<file path="config.mk">
export PLATFORM = sky130hd
export DESIGN_NAME = cpuad_decode
export DESIGN_NICKNAME = d
export VERILOG_FILES = /design/src/rtl/cpuad_pkg.sv /design/src/rtl/cpuad_decode.sv /design/src/rtl/cpuad_ea_alu.sv
export VERILOG_INCLUDE_DIRS = /design/src /design/src/rtl
export SDC_FILE = /design/constraint.sdc
export NUM_CORES = 1
export LEC_CHECK = 0
export BUFFER_PORTS_ARGS = -buffer_cell sky130_fd_sc_hd__buf_2
export CORE_ASPECT_RATIO = 0.8
export CORE_UTILIZATION = 30
export CTS_BUF_LIST = sky130_fd_sc_hd__clkbuf_8 sky130_fd_sc_hd__clkbuf_16
export DETAILED_ROUTE_END_ITERATION = 10
export MAX_ROUTING_LAYER = met4
export PLACE_DENSITY_LB_ADDON = 0.15
export SLEW_MARGIN = 20
export SYNTH_ARGS = -nofsm -noshare
export SYNTH_HDL_FRONTEND = slang
export SYNTH_SLANG_ARGS = --single-unit
</file>
<file path="constraint.sdc">
create_clock -name clk_sys -period 11.85 [get_ports clk_sys]
set_input_delay 0 -clock clk_sys [delete_from_list [all_inputs] [get_ports clk_sys]]
set_output_delay 0 -clock clk_sys [all_outputs]
set_load 0.05 [all_outputs]
</file>
<file path="src/rtl/cpuad_cfg.svh">
`ifndef CPUAD_CFG_SVH
`define CPUAD_CFG_SVH

// Flag positions
`define CPUAD_V_BIT 7
`define CPUAD_H_BIT 4
`define CPUAD_I_BIT 3
`define CPUAD_N_BIT 2
`define CPUAD_Z_BIT 1
`define CPUAD_C_BIT 0
`define CPUAD_FLAGS_MASK 8'h9f
`define CPUAD_FLAGS_RST 8'h08

// Register byte offsets
`define CPUAD_OFS_FLAGS 8'h00
`define CPUAD_OFS_ACC 8'h04
`define CPUAD_OFS_INDEX 8'h08
`define CPUAD_OFS_STACK 8'h0c
`define CPUAD_OFS_PC 8'h10
`define CPUAD_OFS_CTRL 8'h14
`define CPUAD_OFS_STATUS 8'h18

// Reset values
`define CPUAD_ACC_RST 8'h00
`define CPUAD_INDEX_RST 16'h0000
`define CPUAD_STACK_RST 16'h00ff
`define CPUAD_PC_RST 16'h0000

// Opcodes
`define CPUAD_OP_PREFIX 8'h9e
`define CPUAD_OP_STACK_ADJ 8'ha7
`define CPUAD_OP_INDEX_ADJ 8'haf
`define CPUAD_OP_BR_CC 8'h24
`define CPUAD_OP_CMPBR_IX1P 8'h61
`define CPUAD_OP_CMPBR_IXP 8'h71
`define CPUAD_OP_MOVE_IXPD 8'h7e
`define CPUAD_OP_LOAD_INDEX 8'h45
`define CPUAD_LO_ADC 4'h9
`define CPUAD_LO_ADD 4'hb

`endif

</file>
<file path="src/rtl/cpuad_pkg.sv">
package cpuad_pkg;

    typedef enum logic [2:0] {
        ST_FETCH = 3'h0,
        ST_OPHI = 3'h1,
        ST_OPLO = 3'h3,
        ST_DATA = 3'h2,
        ST_EXEC = 3'h6,
        ST_REL = 3'h7,
        ST_PRE = 3'h4
    } cpuad_state_e;

    typedef enum logic [3:0] {
        M_NONE, M_IMM8, M_IMM16, M_DIR, M_EXT, M_IX, M_IX1, M_IX2,
        M_SP1, M_SP2, M_IXP, M_IX1P, M_REL
    } cpuad_mode_e;

    typedef enum logic [3:0] {
        C_ILL, C_ADC, C_ADD, C_AIS, C_AIX, C_BCC, C_COMPARE_BRANCH_EQUAL, C_MOV, C_LDHX
    } cpuad_cls_e;

    typedef struct packed {
        cpuad_cls_e cls;
        cpuad_mode_e mode;
    } cpuad_dec_s;

    typedef struct packed {
        cpuad_state_e st;
        logic run;
        logic illegal;
        logic [7:0] a;
        logic [15:0] hx;
        logic [15:0] sp;
        logic [15:0] pc;
        logic [7:0] condition_flags;
        logic [7:0] op;
        logic [7:0] hi;
        logic [7:0] dd;
        cpuad_cls_e cls;
        cpuad_mode_e mode;
        logic [15:0] ea;
        logic [15:0] bus_addr;
        logic bus_rd;
        logic bus_wr;
        logic [7:0] bus_wdata;
    } cpuad_state_s;

endpackage

</file>
<file path="src/rtl/cpuad_decode.sv">
`timescale 1ns/10ps
`default_nettype none
`include "cpuad_cfg.svh"
module cpuad_decode (
    // Clock and reset
    input wire logic clk_sys,
    input wire logic rst_n,
    // APB slave
    input wire logic psel,
    input wire logic penable,
    input wire logic pwrite,
    input wire logic [7:0] paddr,
    input wire logic [31:0] pwdata,
    output logic [31:0] prdata,
    output logic pready,
    output logic pslverr,
    // Memory bus, read data arrives in the same cycle
    output logic [15:0] bus_addr,
    output logic bus_rd,
    output logic bus_wr,
    output logic [7:0] bus_wdata,
    input wire logic [7:0] bus_rdata
);
    cpuad_pkg::cpuad_state_s r;
    cpuad_pkg::cpuad_state_s next_r;
    cpuad_pkg::cpuad_dec_s dec;
    logic apb_wr;
    logic mapped;
    logic [15:0] ea;
    logic [15:0] target;
    logic [7:0] sum;
    logic [7:0] flags;
    logic [15:0] rd_sext;
    logic [15:0] word;

    // ****************************************
    // Opcode decode
    // ****************************************
    function automatic cpuad_pkg::cpuad_dec_s decode(input logic pre,
                                                     input logic [7:0] opc);
        cpuad_pkg::cpuad_dec_s d;
        d.cls = cpuad_pkg::C_ILL;
        d.mode = cpuad_pkg::M_NONE;
        if (opc[3:0] == `CPUAD_LO_ADC || opc[3:0] == `CPUAD_LO_ADD)
        begin
            if (pre && opc[7:4] == 4'hd)
                d.mode = cpuad_pkg::M_SP2;
            else if (pre && opc[7:4] == 4'he)
                d.mode = cpuad_pkg::M_SP1;
            else if (!pre)
            begin
                unique case (opc[7:4])
                    4'ha: d.mode = cpuad_pkg::M_IMM8;
                    4'hb: d.mode = cpuad_pkg::M_DIR;
                    4'hc: d.mode = cpuad_pkg::M_EXT;
                    4'hd: d.mode = cpuad_pkg::M_IX2;
                    4'he: d.mode = cpuad_pkg::M_IX1;
                    4'hf: d.mode = cpuad_pkg::M_IX;
                    default: d.mode = cpuad_pkg::M_NONE;
                endcase
            end
            if (d.mode != cpuad_pkg::M_NONE)
                d.cls = (opc[3:0] == `CPUAD_LO_ADC) ? cpuad_pkg::C_ADC
                                                    : cpuad_pkg::C_ADD;
        end
        else if (!pre)
        begin
            unique case (opc)
                `CPUAD_OP_STACK_ADJ:
                begin
                    d.cls = cpuad_pkg::C_AIS;
                    d.mode = cpuad_pkg::M_IMM8;
                end
                `CPUAD_OP_INDEX_ADJ:
                begin
                    d.cls = cpuad_pkg::C_AIX;
                    d.mode = cpuad_pkg::M_IMM8;
                end
                `CPUAD_OP_BR_CC:
                begin
                    d.cls = cpuad_pkg::C_BCC;
                    d.mode = cpuad_pkg::M_REL;
                end
                `CPUAD_OP_CMPBR_IX1P:
                begin
                    d.cls = cpuad_pkg::C_COMPARE_BRANCH_EQUAL;
                    d.mode = cpuad_pkg::M_IX1P;
                end
                `CPUAD_OP_CMPBR_IXP:
                begin
                    d.cls = cpuad_pkg::C_COMPARE_BRANCH_EQUAL;
                    d.mode = cpuad_pkg::M_IXP;
                end
                `CPUAD_OP_MOVE_IXPD:
                begin
                    d.cls = cpuad_pkg::C_MOV;
                    d.mode = cpuad_pkg::M_IXP;
                end
                `CPUAD_OP_LOAD_INDEX:
                begin
                    d.cls = cpuad_pkg::C_LDHX;
                    d.mode = cpuad_pkg::M_IMM16;
                end
                default: d.cls = cpuad_pkg::C_ILL;
            endcase
        end
        return d;
    endfunction

    assign dec = decode(r.st == cpuad_pkg::ST_PRE, bus_rdata);
    assign rd_sext = {{8{bus_rdata[7]}}, bus_rdata};
    assign word = {r.hi, bus_rdata};

    cpuad_ea_alu u_ea_alu (
        .mode(r.mode),
        .hx(r.hx),
        .sp(r.sp),
        .pc(r.pc),
        .hi(r.hi),
        .byte_in(bus_rdata),
        .acc(r.a),
        .carry_in(r.condition_flags[`CPUAD_C_BIT]),
        .use_carry(r.cls == cpuad_pkg::C_ADC),
        .ea(ea),
        .target(target),
        .sum(sum),
        .flags(flags)
    );

    // ****************************************
    // APB slave
    // ****************************************
    assign apb_wr = psel & penable & pwrite;
    assign pready = 1'b1;
    assign mapped = (paddr == `CPUAD_OFS_FLAGS) || (paddr == `CPUAD_OFS_ACC)
        || (paddr == `CPUAD_OFS_INDEX) || (paddr == `CPUAD_OFS_STACK)
        || (paddr == `CPUAD_OFS_PC) || (paddr == `CPUAD_OFS_CTRL)
        || (paddr == `CPUAD_OFS_STATUS);
    assign pslverr = psel & penable & ~mapped;

    always_comb
    begin
        prdata = 32'h0000_0000;
        unique case (paddr)
            `CPUAD_OFS_FLAGS: prdata[7:0] = r.condition_flags;
            `CPUAD_OFS_ACC: prdata[7:0] = r.a;
            `CPUAD_OFS_INDEX: prdata[15:0] = r.hx;
            `CPUAD_OFS_STACK: prdata[15:0] = r.sp;
            `CPUAD_OFS_PC: prdata[15:0] = r.pc;
            `CPUAD_OFS_CTRL: prdata[0] = r.run;
            `CPUAD_OFS_STATUS: prdata = {r.ea, r.op, 4'h0, r.illegal, r.st};
            default: prdata = 32'h0000_0000;
        endcase
    end

    // ****************************************
    // Sequencer
    // ****************************************
    always_comb
    begin
        next_r = r;
        // Core registers are writable only while stopped, so software
        // never races an instruction in flight
        if (apb_wr && !r.run)
        begin
            unique case (paddr)
                `CPUAD_OFS_FLAGS: next_r.condition_flags = pwdata[7:0] & `CPUAD_FLAGS_MASK;
                `CPUAD_OFS_ACC: next_r.a = pwdata[7:0];
                `CPUAD_OFS_INDEX: next_r.hx = pwdata[15:0];
                `CPUAD_OFS_STACK: next_r.sp = pwdata[15:0];
                `CPUAD_OFS_PC: next_r.pc = pwdata[15:0];
                default: next_r.a = r.a;
            endcase
        end
        if (apb_wr && paddr == `CPUAD_OFS_CTRL)
        begin
            next_r.run = pwdata[0];
            if (pwdata[1])
                next_r.illegal = 1'b0;
        end
        if (r.run)
        begin
            unique case (r.st)
                cpuad_pkg::ST_FETCH, cpuad_pkg::ST_PRE:
                begin
                    next_r.pc = r.pc + 16'h0001;
                    next_r.op = bus_rdata;
                    next_r.cls = dec.cls;
                    next_r.mode = dec.mode;
                    if (r.st == cpuad_pkg::ST_FETCH && bus_rdata == `CPUAD_OP_PREFIX)
                        next_r.st = cpuad_pkg::ST_PRE;
                    else if (dec.cls == cpuad_pkg::C_ILL)
                    begin
                        // Hardware set wins over the software clear
                        next_r.illegal = 1'b1;
                        next_r.run = 1'b0;
                        next_r.st = cpuad_pkg::ST_FETCH;
                    end
                    else if (dec.mode == cpuad_pkg::M_IX)
                    begin
                        next_r.ea = r.hx;
                        next_r.st = cpuad_pkg::ST_DATA;
                    end
                    else if (dec.cls == cpuad_pkg::C_COMPARE_BRANCH_EQUAL && dec.mode == cpuad_pkg::M_IXP)
                    begin
                        next_r.ea = r.hx;
                        next_r.st = cpuad_pkg::ST_REL;
                    end
                    else
                        next_r.st = cpuad_pkg::ST_OPHI;
                end
                cpuad_pkg::ST_OPHI:
                begin
                    next_r.pc = r.pc + 16'h0001;
                    next_r.hi = bus_rdata;
                    next_r.st = cpuad_pkg::ST_FETCH;
                    unique case (r.cls)
                        cpuad_pkg::C_AIS: next_r.sp = r.sp + rd_sext;
                        cpuad_pkg::C_AIX: next_r.hx = r.hx + rd_sext;
                        cpuad_pkg::C_BCC: next_r.st = cpuad_pkg::ST_EXEC;
                        cpuad_pkg::C_LDHX: next_r.st = cpuad_pkg::ST_OPLO;
                        cpuad_pkg::C_MOV:
                        begin
                            next_r.dd = bus_rdata;
                            next_r.ea = r.hx;
                            next_r.st = cpuad_pkg::ST_DATA;
                        end
                        cpuad_pkg::C_COMPARE_BRANCH_EQUAL:
                        begin
                            next_r.ea = ea;
                            next_r.st = cpuad_pkg::ST_REL;
                        end
                        default:
                        begin
                            if (r.mode == cpuad_pkg::M_IMM8)
                            begin
                                next_r.a = sum;
                                next_r.condition_flags = (r.condition_flags & (8'h01 << `CPUAD_I_BIT))
                                    | flags;
                            end
                            else if (r.mode == cpuad_pkg::M_EXT || r.mode == cpuad_pkg::M_IX2
                                     || r.mode == cpuad_pkg::M_SP2)
                                next_r.st = cpuad_pkg::ST_OPLO;
                            else
                            begin
                                next_r.ea = ea;
                                next_r.st = cpuad_pkg::ST_DATA;
                            end
                        end
                    endcase
                end
                cpuad_pkg::ST_OPLO:
                begin
                    next_r.pc = r.pc + 16'h0001;
                    if (r.cls == cpuad_pkg::C_LDHX)
                    begin
                        next_r.hx = word;
                        next_r.condition_flags[`CPUAD_V_BIT] = 1'b0;
                        next_r.condition_flags[`CPUAD_N_BIT] = word[15];
                        next_r.condition_flags[`CPUAD_Z_BIT] = (word == 16'h0000);
                        next_r.st = cpuad_pkg::ST_FETCH;
                    end
                    else
                    begin
                        next_r.ea = ea;
                        next_r.st = cpuad_pkg::ST_DATA;
                    end
                end
                cpuad_pkg::ST_REL:
                begin
                    next_r.pc = r.pc + 16'h0001;
                    next_r.hi = bus_rdata;
                    next_r.st = cpuad_pkg::ST_DATA;
                end
                cpuad_pkg::ST_DATA:
                begin
                    next_r.st = cpuad_pkg::ST_FETCH;
                    unique case (r.cls)
                        cpuad_pkg::C_COMPARE_BRANCH_EQUAL:
                        begin
                            // Flags stay untouched; index moves on after the read
                            if (bus_rdata == r.a)
                                next_r.pc = target;
                            next_r.hx = r.hx + 16'h0001;
                        end
                        cpuad_pkg::C_MOV:
                        begin
                            next_r.bus_wdata = bus_rdata;
                            next_r.hx = r.hx + 16'h0001;
                            next_r.ea = {8'h00, r.dd};
                            next_r.st = cpuad_pkg::ST_EXEC;
                        end
                        default:
                        begin
                            next_r.a = sum;
                            next_r.condition_flags = (r.condition_flags & (8'h01 << `CPUAD_I_BIT))
                                | flags;
                        end
                    endcase
                end
                cpuad_pkg::ST_EXEC:
                begin
                    next_r.st = cpuad_pkg::ST_FETCH;
                    if (r.cls == cpuad_pkg::C_BCC && !r.condition_flags[`CPUAD_C_BIT])
                        next_r.pc = target;
                end
                default: next_r.st = cpuad_pkg::ST_FETCH;
            endcase
        end
        // Bus request for the cycle the next state stands in
        next_r.bus_rd = next_r.run && next_r.st != cpuad_pkg::ST_EXEC;
        next_r.bus_wr = next_r.run && next_r.st == cpuad_pkg::ST_EXEC
            && next_r.cls == cpuad_pkg::C_MOV;
        next_r.bus_addr = (next_r.st == cpuad_pkg::ST_DATA
                           || next_r.st == cpuad_pkg::ST_EXEC) ? next_r.ea : next_r.pc;
    end

    always_ff @(posedge clk_sys or negedge rst_n)
    begin
        if (!rst_n)
        begin
            r <= '0;
            r.st <= cpuad_pkg::ST_FETCH;
            r.a <= `CPUAD_ACC_RST;
            r.hx <= `CPUAD_INDEX_RST;
            r.sp <= `CPUAD_STACK_RST;
            r.pc <= `CPUAD_PC_RST;
            r.bus_addr <= `CPUAD_PC_RST;
            r.condition_flags <= `CPUAD_FLAGS_RST;
        end
        else
            r <= next_r;
    end

    assign bus_addr = r.bus_addr;
    assign bus_rd = r.bus_rd;
    assign bus_wr = r.bus_wr;
    assign bus_wdata = r.bus_wdata;

    // ****************************************
    // Checks
    // ****************************************
    logic [8:0] chk_sum;
    logic [15:0] chk_ix1;
    assign chk_sum = {1'b0, r.a} + {1'b0, bus_rdata};
    assign chk_ix1 = r.hx + {8'h00, bus_rdata};

    add_carry_a: assert property (@(posedge clk_sys) disable iff (!rst_n)
        (r.run && r.st == cpuad_pkg::ST_DATA && r.cls == cpuad_pkg::C_ADD)
        |=> r.condition_flags[`CPUAD_C_BIT] == $past(chk_sum[8]) && r.a == $past(chk_sum[7:0]))
        else $error("carry not taken from bit 7");
    mask_kept_a: assert property (@(posedge clk_sys) disable iff (!rst_n)
        (r.run && r.st == cpuad_pkg::ST_DATA && r.cls == cpuad_pkg::C_ADC)
        |=> $stable(r.condition_flags[`CPUAD_I_BIT]))
        else $error("add changed interrupt mask");
    direct_page_a: assert property (@(posedge clk_sys) disable iff (!rst_n)
        (r.run && r.st == cpuad_pkg::ST_OPHI && r.mode == cpuad_pkg::M_DIR)
        |=> r.ea == {8'h00, $past(bus_rdata)} && bus_addr == r.ea)
        else $error("direct page address wrong");
    imm_word_a: assert property (@(posedge clk_sys) disable iff (!rst_n)
        (r.run && r.st == cpuad_pkg::ST_OPLO && r.cls == cpuad_pkg::C_LDHX)
        |=> r.hx == {$past(r.hi), $past(bus_rdata)})
        else $error("immediate word byte order wrong");
    ext_addr_a: assert property (@(posedge clk_sys) disable iff (!rst_n)
        (r.run && r.st == cpuad_pkg::ST_OPLO && r.mode == cpuad_pkg::M_EXT)
        |=> bus_rd && bus_addr == {$past(r.hi), $past(bus_rdata)})
        else $error("extended address wrong");
    adjust_cycles_a: assert property (@(posedge clk_sys) disable iff (!rst_n)
        (r.run && r.st == cpuad_pkg::ST_FETCH && bus_rdata == `CPUAD_OP_STACK_ADJ)
        |=> r.st == cpuad_pkg::ST_OPHI ##1 (r.st == cpuad_pkg::ST_FETCH
        && r.condition_flags == $past(r.condition_flags, 2)))
        else $error("stack adjust timing or flags wrong");
    carry_branch_a: assert property (@(posedge clk_sys) disable iff (!rst_n)
        (r.run && r.st == cpuad_pkg::ST_FETCH && bus_rdata == `CPUAD_OP_BR_CC)
        |=> r.st == cpuad_pkg::ST_OPHI ##1 r.st == cpuad_pkg::ST_EXEC
        ##1 r.st == cpuad_pkg::ST_FETCH)
        else $error("carry-clear branch not three cycles");
    branch_target_a: assert property (@(posedge clk_sys) disable iff (!rst_n)
        (r.run && r.st == cpuad_pkg::ST_EXEC && r.cls == cpuad_pkg::C_BCC)
        |=> r.pc == ($past(r.condition_flags[`CPUAD_C_BIT]) ? $past(r.pc) : $past(target)))
        else $error("branch target wrong");
    index_offset_a: assert property (@(posedge clk_sys) disable iff (!rst_n)
        (r.run && r.st == cpuad_pkg::ST_OPHI && r.mode == cpuad_pkg::M_IX1)
        |=> r.ea == $past(chk_ix1))
        else $error("indexed offset not zero-extended");
    post_inc_a: assert property (@(posedge clk_sys) disable iff (!rst_n)
        (r.run && r.st == cpuad_pkg::ST_DATA && r.cls == cpuad_pkg::C_COMPARE_BRANCH_EQUAL)
        |=> r.hx == $past(r.hx) + 16'h0001)
        else $error("index not post-incremented");
endmodule
`default_nettype wire

</file>
<file path="src/rtl/cpuad_ea_alu.sv">
`timescale 1ns/10ps
`default_nettype none
`include "cpuad_cfg.svh"
module cpuad_ea_alu (
    // Addressing inputs
    input wire cpuad_pkg::cpuad_mode_e mode,
    input wire logic [15:0] hx,
    input wire logic [15:0] sp,
    input wire logic [15:0] pc,
    input wire logic [7:0] hi,
    input wire logic [7:0] byte_in,
    // Arithmetic inputs
    input wire logic [7:0] acc,
    input wire logic carry_in,
    input wire logic use_carry,
    // Results
    output logic [15:0] ea,
    output logic [15:0] target,
    output logic [7:0] sum,
    output logic [7:0] flags
);
    logic [15:0] off8;
    logic [15:0] word;
    logic [8:0] full;
    logic [4:0] half;
    logic cin;

    assign off8 = {8'h00, byte_in};
    assign word = {hi, byte_in};
    assign target = pc + {{8{hi[7]}}, hi};
    assign cin = use_carry & carry_in;
    assign full = {1'b0, acc} + {1'b0, byte_in} + {8'h00, cin};
    assign half = {1'b0, acc[3:0]} + {1'b0, byte_in[3:0]} + {4'h0, cin};
    assign sum = full[7:0];

    always_comb
    begin
        flags = 8'h00;
        flags[`CPUAD_V_BIT] = (acc[7] & byte_in[7] & ~sum[7])
            | (~acc[7] & ~byte_in[7] & sum[7]);
        flags[`CPUAD_H_BIT] = half[4];
        flags[`CPUAD_N_BIT] = sum[7];
        flags[`CPUAD_Z_BIT] = (sum == 8'h00);
        flags[`CPUAD_C_BIT] = full[8];
    end

    always_comb
    begin
        unique case (mode)
            cpuad_pkg::M_DIR: ea = off8;
            cpuad_pkg::M_EXT: ea = word;
            cpuad_pkg::M_IX1, cpuad_pkg::M_IX1P: ea = hx + off8;
            cpuad_pkg::M_IX2: ea = hx + word;
            cpuad_pkg::M_SP1: ea = sp + off8;
            cpuad_pkg::M_SP2: ea = sp + word;
            default: ea = hx;
        endcase
    end
endmodule
`default_nettype wire

</file>
==> flow_summary.json <==
{
  "status": "finished clean",
  "htree_num_levels": 4,
  "reg2reg_depth": 15,
  "synth_top_area_share_pct": 24.1,
  "worst_pin_slew_ns": 1.13,
  "first_pass_iters": 6,
  "period_share_pct": 42.5,
  "via_per_inst": 5.95,
  "worst_setup_path_start_kind": "flip-flop",
  "cts_tree": "yes",
  "crit_chain": "or4b_1 > buf_4 > nand2_1 > nand2_1 > ha_1 > a21oi_1 > a21oi_1 > o311ai_1 > xor2_1 > a221oi_1 > nor4b_1 > nor2_1 > or3b_1 > a22o_1 > mux2_2",
  "cp_data_arrival_time_ns": 5.37,
  "worstHoldEndpoint": "r[138]",
  "slowest_stage": "o311ai_1",
  "antenna_found_initial": 1,
  "synth_enable_flop_cells": 0,
  "tns_ns": 0,
  "setup_viol": 0,
  "synth_ff_type": "dfrtp_1",
  "crit_fanout": 23,
  "synth_top_cell_by_area": "dfrtp_1",
  "wl_met2_um": 25500,
  "final_layout_size_suffix_gt1_share_pct": 14.1,
  "start_util_pct": 30.5,
  "place.port_buffers": 95,
  "vias": 14000,
  "multi_input_area_mm2": 0.00957,
  "fillers": 4865,
  "clk_latency_ns": 0.46,
  "rows": 70,
  "antenna_left": 0,
  "layout.nets": 1874,
  "min_from": "paddr[2]",
  "met1_length_um": 29100,
  "clk_pin_slew_worst_paths_ns": 0.06,
  "netlist-cell-type-count": 87,
  "final-seq-area_mm2": 0.00359,
  "critPathMaxStageDelay_ns": 0.76,
  "fmax_ghz": 0.198,
  "ys_ff_latch": 143,
  "hold_depth": 5,
  "drtIter0Drc": 1449,
  "gp_congestion": 0.986,
  "relSlewSlack_pct": 24.6,
  "netlist_area_mm2": 0.0139,
  "grt_pass1_vias": 13200,
  "ys_seq_area_share_pct": 25.8,
  "r2r-start": "r[43]",
  "crit_required_ns": 12.18,
  "dpl.hpwl_um": 45500,
  "wl_um": 61100,
  "dieArea_mm2": 0.0473,
  "endpoint_kind": "flip-flop",
  "fin_skew_ns": 0.0138,
  "cp_num_buf_inv": 1,
  "hold_violations": 0,
  "drc": 0,
  "cts_buffers": 17,
  "crit_family": "compound AO/OA/AOI/OAI gates",
  "cts_buffer_depth": 2,
  "syn_avg_cell_area_um2": 8.21,
  "yosysWarningCount": 0,
  "synth_nets": 1843,
  "synthCells": 1697,
  "wl_met3_um": 4130,
  "r2r_slack_ns": 6.81,
  "ios": 113,
  "cts-root-buf": "clkbuf_16",
  "grt_max_degree": 81,
  "core_mm2": 0.0457,
  "criticalPathCategory": "flip-flop to flip-flop",
  "die_w_um": 243,
  "grt_pass1_wl_um": 88700,
  "fin_crit_ns": 5.04,
  "dr.max_layer_used": "met4",
  "async_flop_share_pct": 100,
  "cap_violations": 0,
  "hp-class": "input pin to flip-flop",
  "grt_use_total_pct": 26.4,
  "leakage_uw": 0.00696,
  "wl_per_cell_um": 26.0,
  "slew_viol_final": 0,
  "rsz0062_at_grt": "no",
  "die_height_um": 195,
  "gr-total-overflow": 0,
  "post_cts_buffers": 0,
  "r2r-end": "bus_addr[11]",
  "power_density_mw_per_mm2": 103,
  "area_growth_pct": 11.5,
  "whs_ns": 0.105,
  "vdd_drop_max_mv": 0.108,
  "clock-sinks": 143,
  "synthTopCellsByArea": "dfrtp_1 (24%), ha_1 (7.7%), mux2i_1 (5.2%)"
}
==> cells by family after synthesis <==
kind of cell / Yosys count / synth area share [%]
simple gates: 547 / 19.0
compound gates: 516 / 25.0
buf+inv: 171 / 5.53
flops: 143 / 25.8
mux: 131 / 9.94
xor+xnor: 95 / 5.97
fa+ha+maj: 93 / 8.73
other cells: 1 / 0.0269
==> report_power, final <==
group          switching, uW  internal (uW)  total, uW  leakage, uW
clock                    236            317        554     0.000295
sequential              72.7            524        597      0.00173
combinational            292            161        452      0.00493
==> how the worst max path moves through the flow <==
stage	to	from	cells after the start	slack [ns]
2_1_floorplan	bus_addr[12]	r[45]	18	7.67
3_3_place_gp	bus_addr[12]	r[42]	16	6.96
3_5_place_dp	bus_addr[12]	r[42]	16	6.91
4_1_cts	bus_addr[12]	r[42]	16	6.87
5_1_grt	bus_addr[12]	r[42]	16	6.54
6_report	bus_addr[11]	r[43]	15	6.81
==> cells in the final DEF (no fill, tap or decap), drive strengths merged, types with 10 or more instances in the layout <==
master       synthesis  final
nor4                14     14
a21o                28     28
and3                36     36
o22ai               41     41
a21oi              129    129
nor3                43     43
dfrtp              134    134
mux2                58     58
mux2i               73     73
a31oi               20     20
dlygate4sd3          0     17
o21a                12     12
clkbuf              78     19
inv                 43     45
nand3               48     48
a221oi              20     20
xor2                31     31
a22oi               20     20
a211oi              10     10
a222oi              16     16
ha                  86     86
o21ai               94     94
xnor2               64     64
o211ai              13     13
nor2               143    143
nor2b               17     17
buf                 49    122
a221o               21     21
nand2b              16     16
nand2              164    164
o31ai               15     15
==> synthesized netlist by cell type (9+ instances only) <==
library cell / n
nor2b_1: 17
buf_4: 26
o31ai_1: 15
xnor2_1: 64
nor2_1: 143
nor4_1: 12
xor2_1: 31
a221o_1: 21
a21oi_1: 128
dfstp_2: 9
mux2_2: 58
a22oi_1: 20
o21a_1: 12
inv_1: 43
ha_1: 86
clkbuf_1: 78
a211oi_1: 10
dfrtp_1: 134
and3_1: 36
a222oi_1: 16
nand2b_1: 16
mux2i_1: 73
nand3_1: 48
buf_2: 12
a221oi_1: 19
nor3_1: 42
o22ai_1: 40
o211ai_1: 13
buf_1: 9
a31oi_1: 20
a21o_1: 28
nand2_1: 164
o21ai_0: 90
==> metrics by stage <==
| step | util, % | worst slack (ns) | area [um^2] | std cells | total power (uW) |
|---|---|---|---|---|---|
| detailed placement | 32.3 | 6.91 | 14800 | 2304 | 1040 |
| global placement | 32.3 | 6.96 | 14800 | 2304 | 1040 |
| CTS | 33.9 | 6.87 | 15500 | 2353 | 1600 |
| finish | 34.0 | 6.81 | 15500 | 2354 | 1600 |
| floorplan | - | 7.67 | 13900 | 1697 | 892 |
| global route | 33.9 | 6.54 | 15500 | 2353 | 1670 |
==> registers in the layout, summed over array words and instances, names as in the netlist <==
| name | cells |
|---|---|
| bus_addr | 16 |
| bus_rd | 1 |
| bus_wdata | 8 |
| bus_wr | 1 |
| r | 117 |
==> tightest hold or removal path, cell delays in order <==
cell and delay (ns):
buf_2 0.16, nand2_1 0.09, nor4_1 0.09, nand2_1 0.07
a21o_1 0.11
==> repair_timing <==
item / 4_1_cts / 5_1_grt
hold buffers: 17 / 0
gates resized for setup: 0 / 0
hold endpoints to repair: 98 / 0
==> routing by layer <==
layer,GRT usage [%],vias up
li1,-,6372
met1,37.2,6952
met2,37.0,572
met3,4.57,112
met4,10.1,0
met5,-,-
==> layout make-up <==
| cell class | instances | area share [%] |
|---|---|---|
| Clock inverter | 13 | 0.790 |
| Multi-Input combinational cell | 1383 | 61.7 |
| Timing Repair Buffer | 139 | 5.50 |
| Antenna cell | 1 | 0.0161 |
| Sequential cell | 143 | 23.1 |
| Clock buffer | 19 | 2.92 |
| Tap cell | 612 | 4.93 |
| Inverter | 44 | 1.06 |
(Power assumes the default switching activity.)
